[src/rtl/scdr_pkg.sv]
package scdr_pkg;

  // ==========================================================================
  // register bus geometry
  localparam int unsigned ADDR_W = 7;
  localparam int unsigned DATA_W = 16;
  localparam int unsigned CNT_W  = 32;
  localparam int unsigned NUM_REGS = 10;

  // ==========================================================================
  // register offsets
  localparam logic [6:0] OFS_RES_A    = 7'h3d;
  localparam logic [6:0] OFS_RES_B    = 7'h3e;
  localparam logic [6:0] OFS_RES_C    = 7'h3f;
  localparam logic [6:0] OFS_RES_D    = 7'h40;
  localparam logic [6:0] OFS_RES_E    = 7'h41;
  localparam logic [6:0] OFS_RES_F    = 7'h42;
  localparam logic [6:0] OFS_RES_G    = 7'h43;
  localparam logic [6:0] OFS_RES_H    = 7'h44;
  localparam logic [6:0] OFS_CNT_HIGH = 7'h45;
  localparam logic [6:0] OFS_CNT_LOW  = 7'h46;
  localparam logic [6:0] OFS_FIRST    = OFS_RES_A;
  localparam logic [6:0] OFS_LAST     = OFS_CNT_LOW;

  // ==========================================================================
  // reset values
  localparam logic [15:0] RST_RES_A    = 16'h00a8;
  localparam logic [15:0] RST_RES_B    = 16'h00ae;
  localparam logic [15:0] RST_RES_C    = 16'h0000;
  localparam logic [15:0] RST_RES_D    = 16'h1388;
  localparam logic [15:0] RST_RES_E    = 16'h0000;
  localparam logic [15:0] RST_RES_F    = 16'h0140;
  localparam logic [15:0] RST_RES_G    = 16'h0000;
  localparam logic [15:0] RST_RES_H    = 16'h03e8;
  localparam logic [15:0] RST_CNT_HIGH = 16'h0000;
  localparam logic [15:0] RST_CNT_LOW  = 16'hc350;
  localparam logic [15:0] RD_UNMAPPED  = 16'h0000;

  // reset values indexed by offset minus OFS_FIRST
  localparam logic [15:0] RST_TABLE [NUM_REGS] = '{
    RST_RES_A, RST_RES_B, RST_RES_C, RST_RES_D, RST_RES_E,
    RST_RES_F, RST_RES_G, RST_RES_H, RST_CNT_HIGH, RST_CNT_LOW
  };

  localparam int unsigned IDX_CNT_HIGH = 8;
  localparam int unsigned IDX_CNT_LOW  = 9;

  // ==========================================================================
  // divider
  localparam int unsigned DIV_SEL_W = 3;

  typedef enum logic [2:0] {
    SCDR_IDLE = 3'b001,
    SCDR_HOLD = 3'b010,
    SCDR_DONE = 3'b100
  } scdr_state_t;

endpackage

[src/rtl/scdr_regfile.sv]
`timescale 1ns/1ps
module scdr_regfile
  import scdr_pkg::*;
(
  input  wire logic              core_clk_in,
  input  wire logic              rst_in,
  input  wire logic [ADDR_W-1:0] addr_in,
  input  wire logic [DATA_W-1:0] wdata_in,
  input  wire logic              wr_in,
  input  wire logic              rd_in,
  output logic      [DATA_W-1:0] rdata_out,
  output logic      [CNT_W-1:0]  delay_count_out
);

  // ==========================================================================
  // storage
  logic [DATA_W-1:0] regs [NUM_REGS];
  logic              hit;
  logic [ADDR_W-1:0] idx;

  assign hit = (addr_in >= OFS_FIRST) && (addr_in <= OFS_LAST);
  assign idx = addr_in - OFS_FIRST;

  genvar g;
  generate
    for (g = 0; g < NUM_REGS; g++) begin : g_reg
      always_ff @(posedge core_clk_in) begin
        if (rst_in) begin
          regs[g] <= RST_TABLE[g]; // RULE9
        end else if (wr_in && hit && idx == ADDR_W'(g)) begin
          regs[g] <= wdata_in; // RULE15
        end
      end
    end
  endgenerate

  // ==========================================================================
  // read path: data valid only in the cycle after the strobe
  always_ff @(posedge core_clk_in) begin
    if (rst_in) begin
      rdata_out <= RD_UNMAPPED;
    end else if (rd_in && hit) begin
      rdata_out <= regs[idx[3:0]]; // RULE15
    end else begin
      rdata_out <= RD_UNMAPPED;
    end
  end

  assign delay_count_out = {regs[IDX_CNT_HIGH], // RULE7
                            regs[IDX_CNT_LOW]}; // RULE8

endmodule // scdr_regfile

[src/rtl/scdr_smclk_div.sv]
`timescale 1ns/1ps
module scdr_smclk_div
  import scdr_pkg::*;
#(
  parameter int unsigned DIV_W = 8
)
(
  input  wire logic                 core_clk_in,
  input  wire logic                 rst_in,
  input  wire logic [DIV_SEL_W-1:0] div_sel_in,
  output logic                      tick_out
);

  // ==========================================================================
  // one tick every 2**div_sel core clocks; core clock stands in for the
  // oscillator, so the tick is an enable, not a derived clock
  logic [DIV_W-1:0] cnt;
  logic [DIV_W-1:0] mask;

  assign mask = DIV_W'((1 << div_sel_in) - 1); // RULE13

  always_ff @(posedge core_clk_in) begin
    if (rst_in) begin
      cnt      <= '0;
      tick_out <= 1'b0;
    end else begin
      cnt      <= (cnt + 1'b1) & mask;
      tick_out <= ((cnt & mask) == mask); // RULE13
    end
  end

endmodule // scdr_smclk_div

[src/rtl/scdr_top.sv]
// Implementation choice: the strobed register port.
`timescale 1ns/1ps
// Functional notes
// RULE1: host writes 0xa8 to offset 0x3d
// RULE2: host writes 0x322 to 0x3e, resets 0xae
// RULE3: host writes zero to 0x3f, 0x41, 0x43
// RULE4: host writes 0x1388 to offset 0x40
// RULE5: host writes 0x1f4 to 0x42, resets 0x140
// RULE6: host writes 0x3e8 to offset 0x44
// RULE7: offset 0x45 is delay count high half
// RULE8: offset 0x46 is delay count low half
// RULE9: low half resets to 0xc350
// RULE10: phase sync inserts delay of that count
// RULE11: host sets delay four times lock time
// RULE12: delay counts state machine clock periods
// RULE13: period is 2**divider over oscillator frequency
// RULE14: sync loads counter, holds modulator reset
// RULE15: registers read back last written value
module scdr_top
  import scdr_pkg::*;
(
  input  wire logic                 core_clk_in,
  input  wire logic                 rst_in,
  input  wire logic [ADDR_W-1:0]    addr_in,
  input  wire logic [DATA_W-1:0]    wdata_in,
  input  wire logic                 wr_in,
  input  wire logic                 rd_in,
  output logic      [DATA_W-1:0]    rdata_out,
  input  wire logic                 phase_sync_en_in,
  input  wire logic                 sync_pin_in,
  input  wire logic [DIV_SEL_W-1:0] cal_clk_div_in,
  output logic                      modulator_reset_out,
  output logic                      sync_busy_out
);

  // ==========================================================================
  // register bank
  logic [CNT_W-1:0] delay_count;

  scdr_regfile u_regs (
    .core_clk_in     (core_clk_in),
    .rst_in          (rst_in),
    .addr_in         (addr_in),
    .wdata_in        (wdata_in),
    .wr_in           (wr_in),
    .rd_in           (rd_in),
    .rdata_out       (rdata_out),
    .delay_count_out (delay_count)
  );

  // ==========================================================================
  // state machine clock
  logic sm_tick;

  scdr_smclk_div u_div (
    .core_clk_in (core_clk_in),
    .rst_in      (rst_in),
    .div_sel_in  (cal_clk_div_in),
    .tick_out    (sm_tick)
  );

  // ==========================================================================
  // sync pin: two flops, then an edge detector on the second
  logic sync_meta;
  logic sync_s;
  logic sync_d;
  logic sync_event;

  always_ff @(posedge core_clk_in) begin
    if (rst_in) begin
      sync_meta <= 1'b0;
      sync_s    <= 1'b0;
      sync_d    <= 1'b0;
    end else begin
      sync_meta <= sync_pin_in;
      sync_s    <= sync_meta;
      sync_d    <= sync_s;
    end
  end

  assign sync_event = sync_s && !sync_d && phase_sync_en_in; // RULE10

  // ==========================================================================
  // delay sequencer
  scdr_state_t      state;
  scdr_state_t      next_state;
  logic [CNT_W-1:0] remain;

  always_comb begin
    next_state = state;
    case (state)
      SCDR_IDLE: begin
        if (sync_event) begin
          next_state = SCDR_HOLD; // RULE14
        end
      end
      SCDR_HOLD: begin
        // a zero count still costs one check before release
        if (remain == '0) begin
          next_state = SCDR_DONE;
        end
      end
      SCDR_DONE: begin
        next_state = SCDR_IDLE;
      end
      default: begin
        next_state = SCDR_IDLE;
      end
    endcase
  end

  always_ff @(posedge core_clk_in) begin
    if (rst_in) begin
      state <= SCDR_IDLE;
    end else begin
      state <= next_state;
    end
  end

  // the count is latched at the event so a rewrite mid-wait has no effect
  always_ff @(posedge core_clk_in) begin
    if (rst_in) begin
      remain <= '0;
    end else if (state == SCDR_IDLE && sync_event) begin
      remain <= delay_count; // RULE14
    end else if (state == SCDR_HOLD && sm_tick && remain != '0) begin
      remain <= remain - 1'b1; // RULE12
    end
  end

  always_ff @(posedge core_clk_in) begin
    if (rst_in) begin
      modulator_reset_out <= 1'b0;
      sync_busy_out       <= 1'b0;
    end else begin
      modulator_reset_out <= (next_state == SCDR_HOLD); // RULE14
      sync_busy_out       <= (next_state != SCDR_IDLE);
    end
  end

endmodule // scdr_top

[config.mk]
export PLATFORM = sky130hd
export DESIGN_NAME = scdr_top
export DESIGN_NICKNAME = d
export VERILOG_FILES = /design/src/rtl/scdr_pkg.sv /design/src/rtl/scdr_regfile.sv /design/src/rtl/scdr_smclk_div.sv /design/src/rtl/scdr_top.sv
export SDC_FILE = /design/constraint.sdc
export NUM_CORES = 1
export LEC_CHECK = 0
export BUFFER_PORTS_ARGS = -buffer_cell sky130_fd_sc_hd__buf_2
export CORE_MARGIN = 5
export CORE_UTILIZATION = 55
export CTS_BUF_LIST = sky130_fd_sc_hd__clkbuf_16
export DETAILED_ROUTE_END_ITERATION = 10
export GPL_TIMING_DRIVEN = 0
export HOLD_SLACK_MARGIN = 0.06
export PLACE_DENSITY = 0.7
export SLEW_MARGIN = 20
export SYNTH_ARGS = -nofsm -noshare
export SYNTH_HDL_FRONTEND = slang
export SYNTH_SLANG_ARGS = --single-unit
[constraint.sdc]
create_clock -name core_clk_in -period 7.8 [get_ports core_clk_in]
set_input_delay 0.78 -clock core_clk_in [delete_from_list [all_inputs] [get_ports core_clk_in]]
set_output_delay 0.78 -clock core_clk_in [all_outputs]
set_load 0.01 [all_outputs]
Word-level counts from Yosys, hierarchy flattened:

Memory sizes are Yosys's and may differ from the RTL's. A register that Yosys moved wholly into a read port is not among the register bits.
Index checks and enable logic that the tools add are counted.

* add/sub/neg operators: 4
* magnitude comparators: 2
* equality and inequality tests: 14
* shift operators: 1
* muxes and demuxes: 47
* bitwise operators: 13
* reduce and logical (&&, ||, !) cells: 24

Operator list (count)
* 16-bit 2-to-1 mux: 10
* 32-bit 2-to-1 mux: 2
* 32-bit zero test: 1
* 1-bit 2-to-1 mux: 32
* 32-bit nonzero test: 1
* 32-bit by 1-bit subtractor with 32-bit output (second input constant): 1
* 7-bit by 3-bit equality test with 1-bit output (second input constant): 4
* 1-bit logical AND: 18
* 8-bit bitwise AND: 2
* 7-bit by 2-bit equality test with 1-bit output (second input constant): 2
* 7-bit by 4-bit equality test with 1-bit output (second input constant): 2
* 1-bit bitwise OR: 10
* 8-bit by 1-bit adder with 8-bit output (second input constant): 1
* 8-bit equality test: 1
* 1-bit by 3-bit << shifter with 8-bit output (first input constant): 1
* 8-bit by 2-bit subtractor with 8-bit output (second input constant): 1
* 7-bit by 1-bit equality test with 1-bit output (second input constant): 1
* 7-bit by 6-bit greater-or-equal comparator with 1-bit output (second input constant): 1
* 7-bit <= comparator (second input constant): 1
* 7-bit zero test: 1
* 7-bit by 6-bit subtractor with 7-bit output (second input constant): 1
* 3-bit by 2-bit equality test with 1-bit output (second input constant): 2
* 3-bit 2-to-1 mux: 2
* 3-bit one-hot mux with 2 select lines: 1
* 6 further kinds: 6

* register bits: 49
* memory bits (writable): 160
* output and inout bits: 18
* word-level logic and storage cells: 115
* memories kept: 1

Memory list
* u_regs.regs: words 10, bits a word 16, read ports 3, clocked after Yosys merged registers in 1, wr ports 10, line scdr_regfile.sv:17 `logic [DATA_W-1:0] regs [NUM_REGS];`

Depth between registers and ports, before layout:

* depth after elaboration: 8
* mapped depth: 13
* depth with buffers taken out: 8

Modules after synthesis:

From an unflattened synthesis, not the netlist that was laid out.

* cell total of the unflattened synthesis: 1038
* area, all modules: 11523.6 um^2

Modules (own cells, without submodules)
* scdr_regfile: instances 1, cells an instance 712, area each 8732.1 um^2
* scdr_top: instances 1, cells an instance 279, area each 2378.5 um^2
* scdr_smclk_div: instances 1, cells an instance 47, area each 412.9 um^2

Worst setup path before layout:

OpenSTA, ideal clock, no wires.

* kind: input to register
* from: in addr_in[0]
* to: mem u_regs.regs[0][0] (enable)
* data arrival time: 3.593 ns
* data required time: 7.433 ns
* path slack: 3.840 ns
* cell stages on the path: 10
* buffers on the path: 4
* path through: buf_1 clkbuf_1 clkbuf_1 inv_1 ha_1 clkbuf_1 xor2_1 and2_1 and2_1 a21o_1

RTL lines
* start: declaration: line scdr_top.sv:24 `input wire logic [ADDR_W-1:0] addr_in,`
* end: declaration: line scdr_regfile.sv:17

==> run metrics <==
DR WL/cell=20.5 µm; pre-CTS setup slack=2.36 ns; share of post-route cells with drive strength above 1=0.150; first-pass GRT wire length=39600 µm; CTS Hold Bufs=0; post-layout util=0.632; final hold violations=0; CTS max path bufs=3; CTS buffer count=25; total core area=0.0188 mm²; FF-to-FF setup slack=4.92 ns; Final WS setup=2.86 ns; ys flop type=edfxtp_1; H-tree Lvls=1; EDFF count, synth=160; WP data required=8.18 ns; clk_lat worst skew=0.52 ns; met3 usage=0.0293; Hold Path Sink=sync_s$_SDFF_PP0_; number of synthesized register bits=224; post-synthesis sequential area ratio=0.576; CTS tree=built; cells on worst reg2reg path=6; Setup Viol. Count Final=0; Slew Viols, Final=0; Worst Path Class, Setup=in2reg; period utilisation layout=0.633; router iterations before antenna repair=4; number of max-cap violations=0; Global Route Usage Sum=0.229; synth warn=0; Worst setup EP type=register; total wire length=25000 µm; Syn-to-layout area delta=12.7%; port bufs=48; ys async rst share=0; GP Congestion=0.896; Mapped Area=0.0106 mm²; outcome=complete, no violations; Congestion Overflow GR=0; clock-pin slew on the worst setup and hold paths=0.06 ns; grt met1 use=0.302; dpl cells=1170; Pwr Total=2.71 mW; max_slew headroom=0.285; GR Util met2=0.401; number of core rows=50; worst r2r src=remain[7]$_SDFFE_PP0P_; Worst Hold Launch=sync_meta$_SDFF_PP0_; area occupied by multi-input gates=0.00423 mm²; DIE HEIGHT=149 µm; Cells after Synth=862; Critical Path AT=5.33 ns; Vias=7048; gr busiest metal=met2; post-synth cell types=59; pwr/cell area=228 mW/mm²; pin count of the biggest net entering global routing=17; most frequent cells in the layout=edfxtp_1, and2_1, nor2_1; Worst Path Max Fanout=10; unrepaired setup endpoints after global routing=no; P_leak=4.38 nW; CP Launch Type=input port; 1st-iter DRT viols=448; die width=149 µm; worst reg2reg path endpoint=remain[21]$_SDFFE_PP0P_; TritonCTS Sinks=224; Finished Layout Cells=1216; DRC Markers=0; vias in the first global route=7171; initial antenna violation count=0; Filler cells=1517; Hold Crit Class=reg2reg; Min-Delay Path Depth=1; ANT nets after route=0; Fin Setup TNS=0 ns; fmax=202 MHz; Post-CTS Resized=0; Peak VDD IR=0.197 mV; vias per cell=5.80; initial core utilization=0.561; post-CTS setup buffers=0; commonest non-fill, non-tap cell in the layout=edfxtp_1; syn_nets=901; # IOs=50; dpl hpwl=18100 µm; Root Buffer=clkbuf_16; post-synthesis area per instance=12.3 µm²; Reg area=0.00609 mm²; Nets=976; worst slew pin tran=1.07 ns; die area=0.0221 mm²; Ant. Diodes=0; minimum clock period after layout=4.94 ns; post-route clock skew=0.0130 ns
power by group:
part           internal, mW  total (mW)  leakage, nW  switching (mW)
Combinational         0.104       0.268         1.92           0.163
Sequential             1.32        1.35         2.05          0.0233
Clock                 0.636        1.10        0.410           0.464
critical path, stage by stage:
cell,delay (ns)
buf_2,0.20
buf_1,0.58
clkbuf_1,0.40
clkbuf_1,0.43
inv_1,0.15
ha_1,0.22
clkbuf_1,0.19
nand3b_1,0.22
xor2_1,0.15
o211ai_1,0.14
nor3_1,0.73
and3_1,0.46
clkbuf_1,0.45
and2_1,0.21
metal layers:
layer | wire length (µm) | vias to the layer above
met2 | 12600 | 179
met4 | 646 | 0
met1 | 10600 | 3455
li1 | - | 3368
met3 | 1120 | 46
met5 | 0 | -
flip-flops by register name, summed over array words and instances (netlist names):
register / cells
sync_d: 1
remain: 32
u_regs.regs: 160
sync_busy_out: 1
u_div.cnt: 7
state: 3
u_regs.rdata_out: 16
sync_s: 1
u_div.tick_out: 1
modulator_reset_out: 1
sync_meta: 1
cells in the mapped netlist, drive strengths merged, types with 20 or more instances:
library cell / n / area share
a211oi: 40 / 0.030
a21oi: 20 / 0.0095
and2: 138 / 0.082
and3: 23 / 0.014
clkbuf: 35 / 0.012
dfxtp: 64 / 0.12
edfxtp: 160 / 0.45
mux4: 32 / 0.068
nand2b: 28 / 0.017
nor2: 68 / 0.024
nor2b: 20 / 0.012
nor3: 29 / 0.014
cell families (layout without fill, tap and decap cells):
group | Yosys count | in the layout | synth area share
mux | 49 | 49 | 0.0843
xor+xnor | 14 | 14 | 0.0116
buf+inv | 62 | 156 | 0.0237
simple gates | 381 | 381 | 0.211
compound gates | 125 | 125 | 0.0852
fa+ha+maj | 7 | 7 | 0.00829
flops | 224 | 224 | 0.576
through the flow:
step	cell area [µm²]	hold WS, ns
floorplan	10600	0.414
global placement	11100	0.436
detailed placement	11100	0.451
CTS	11900	0.458
global route	11900	0.479
finish	11900	0.452
worst max-delay path by stage:
| stage | from | endpoint | cells past startpoint |
|---|---|---|---|
| 2_1_floorplan | addr_in[0] | u_regs.regs[0][0]$_SDFFCE_PN0P_ | 10 |
| 3_3_place_gp | addr_in[0] | u_regs.regs[0][10]$_SDFFCE_PN0P_ | 11 |
| 3_5_place_dp | addr_in[0] | u_regs.regs[0][10]$_SDFFCE_PN0P_ | 11 |
| 4_1_cts | addr_in[0] | u_regs.regs[0][8]$_SDFFCE_PN0P_ | 11 |
| 5_1_grt | addr_in[0] | u_regs.regs[2][3]$_SDFFCE_PN0P_ | 14 |
| 6_report | addr_in[0] | u_regs.regs[2][6]$_SDFFCE_PN0P_ | 14 |
cell type report:
cell class	count	share of cell area
tap	260	0.0273
buffer	47	0.0163
inverter	15	0.00473
sequential	224	0.511
clock buffer	26	0.0547
timing repair buffer	48	0.0202
multi-input combinational	576	0.355
clock inverter	20	0.0102
(Power assumes the default switching activity.)
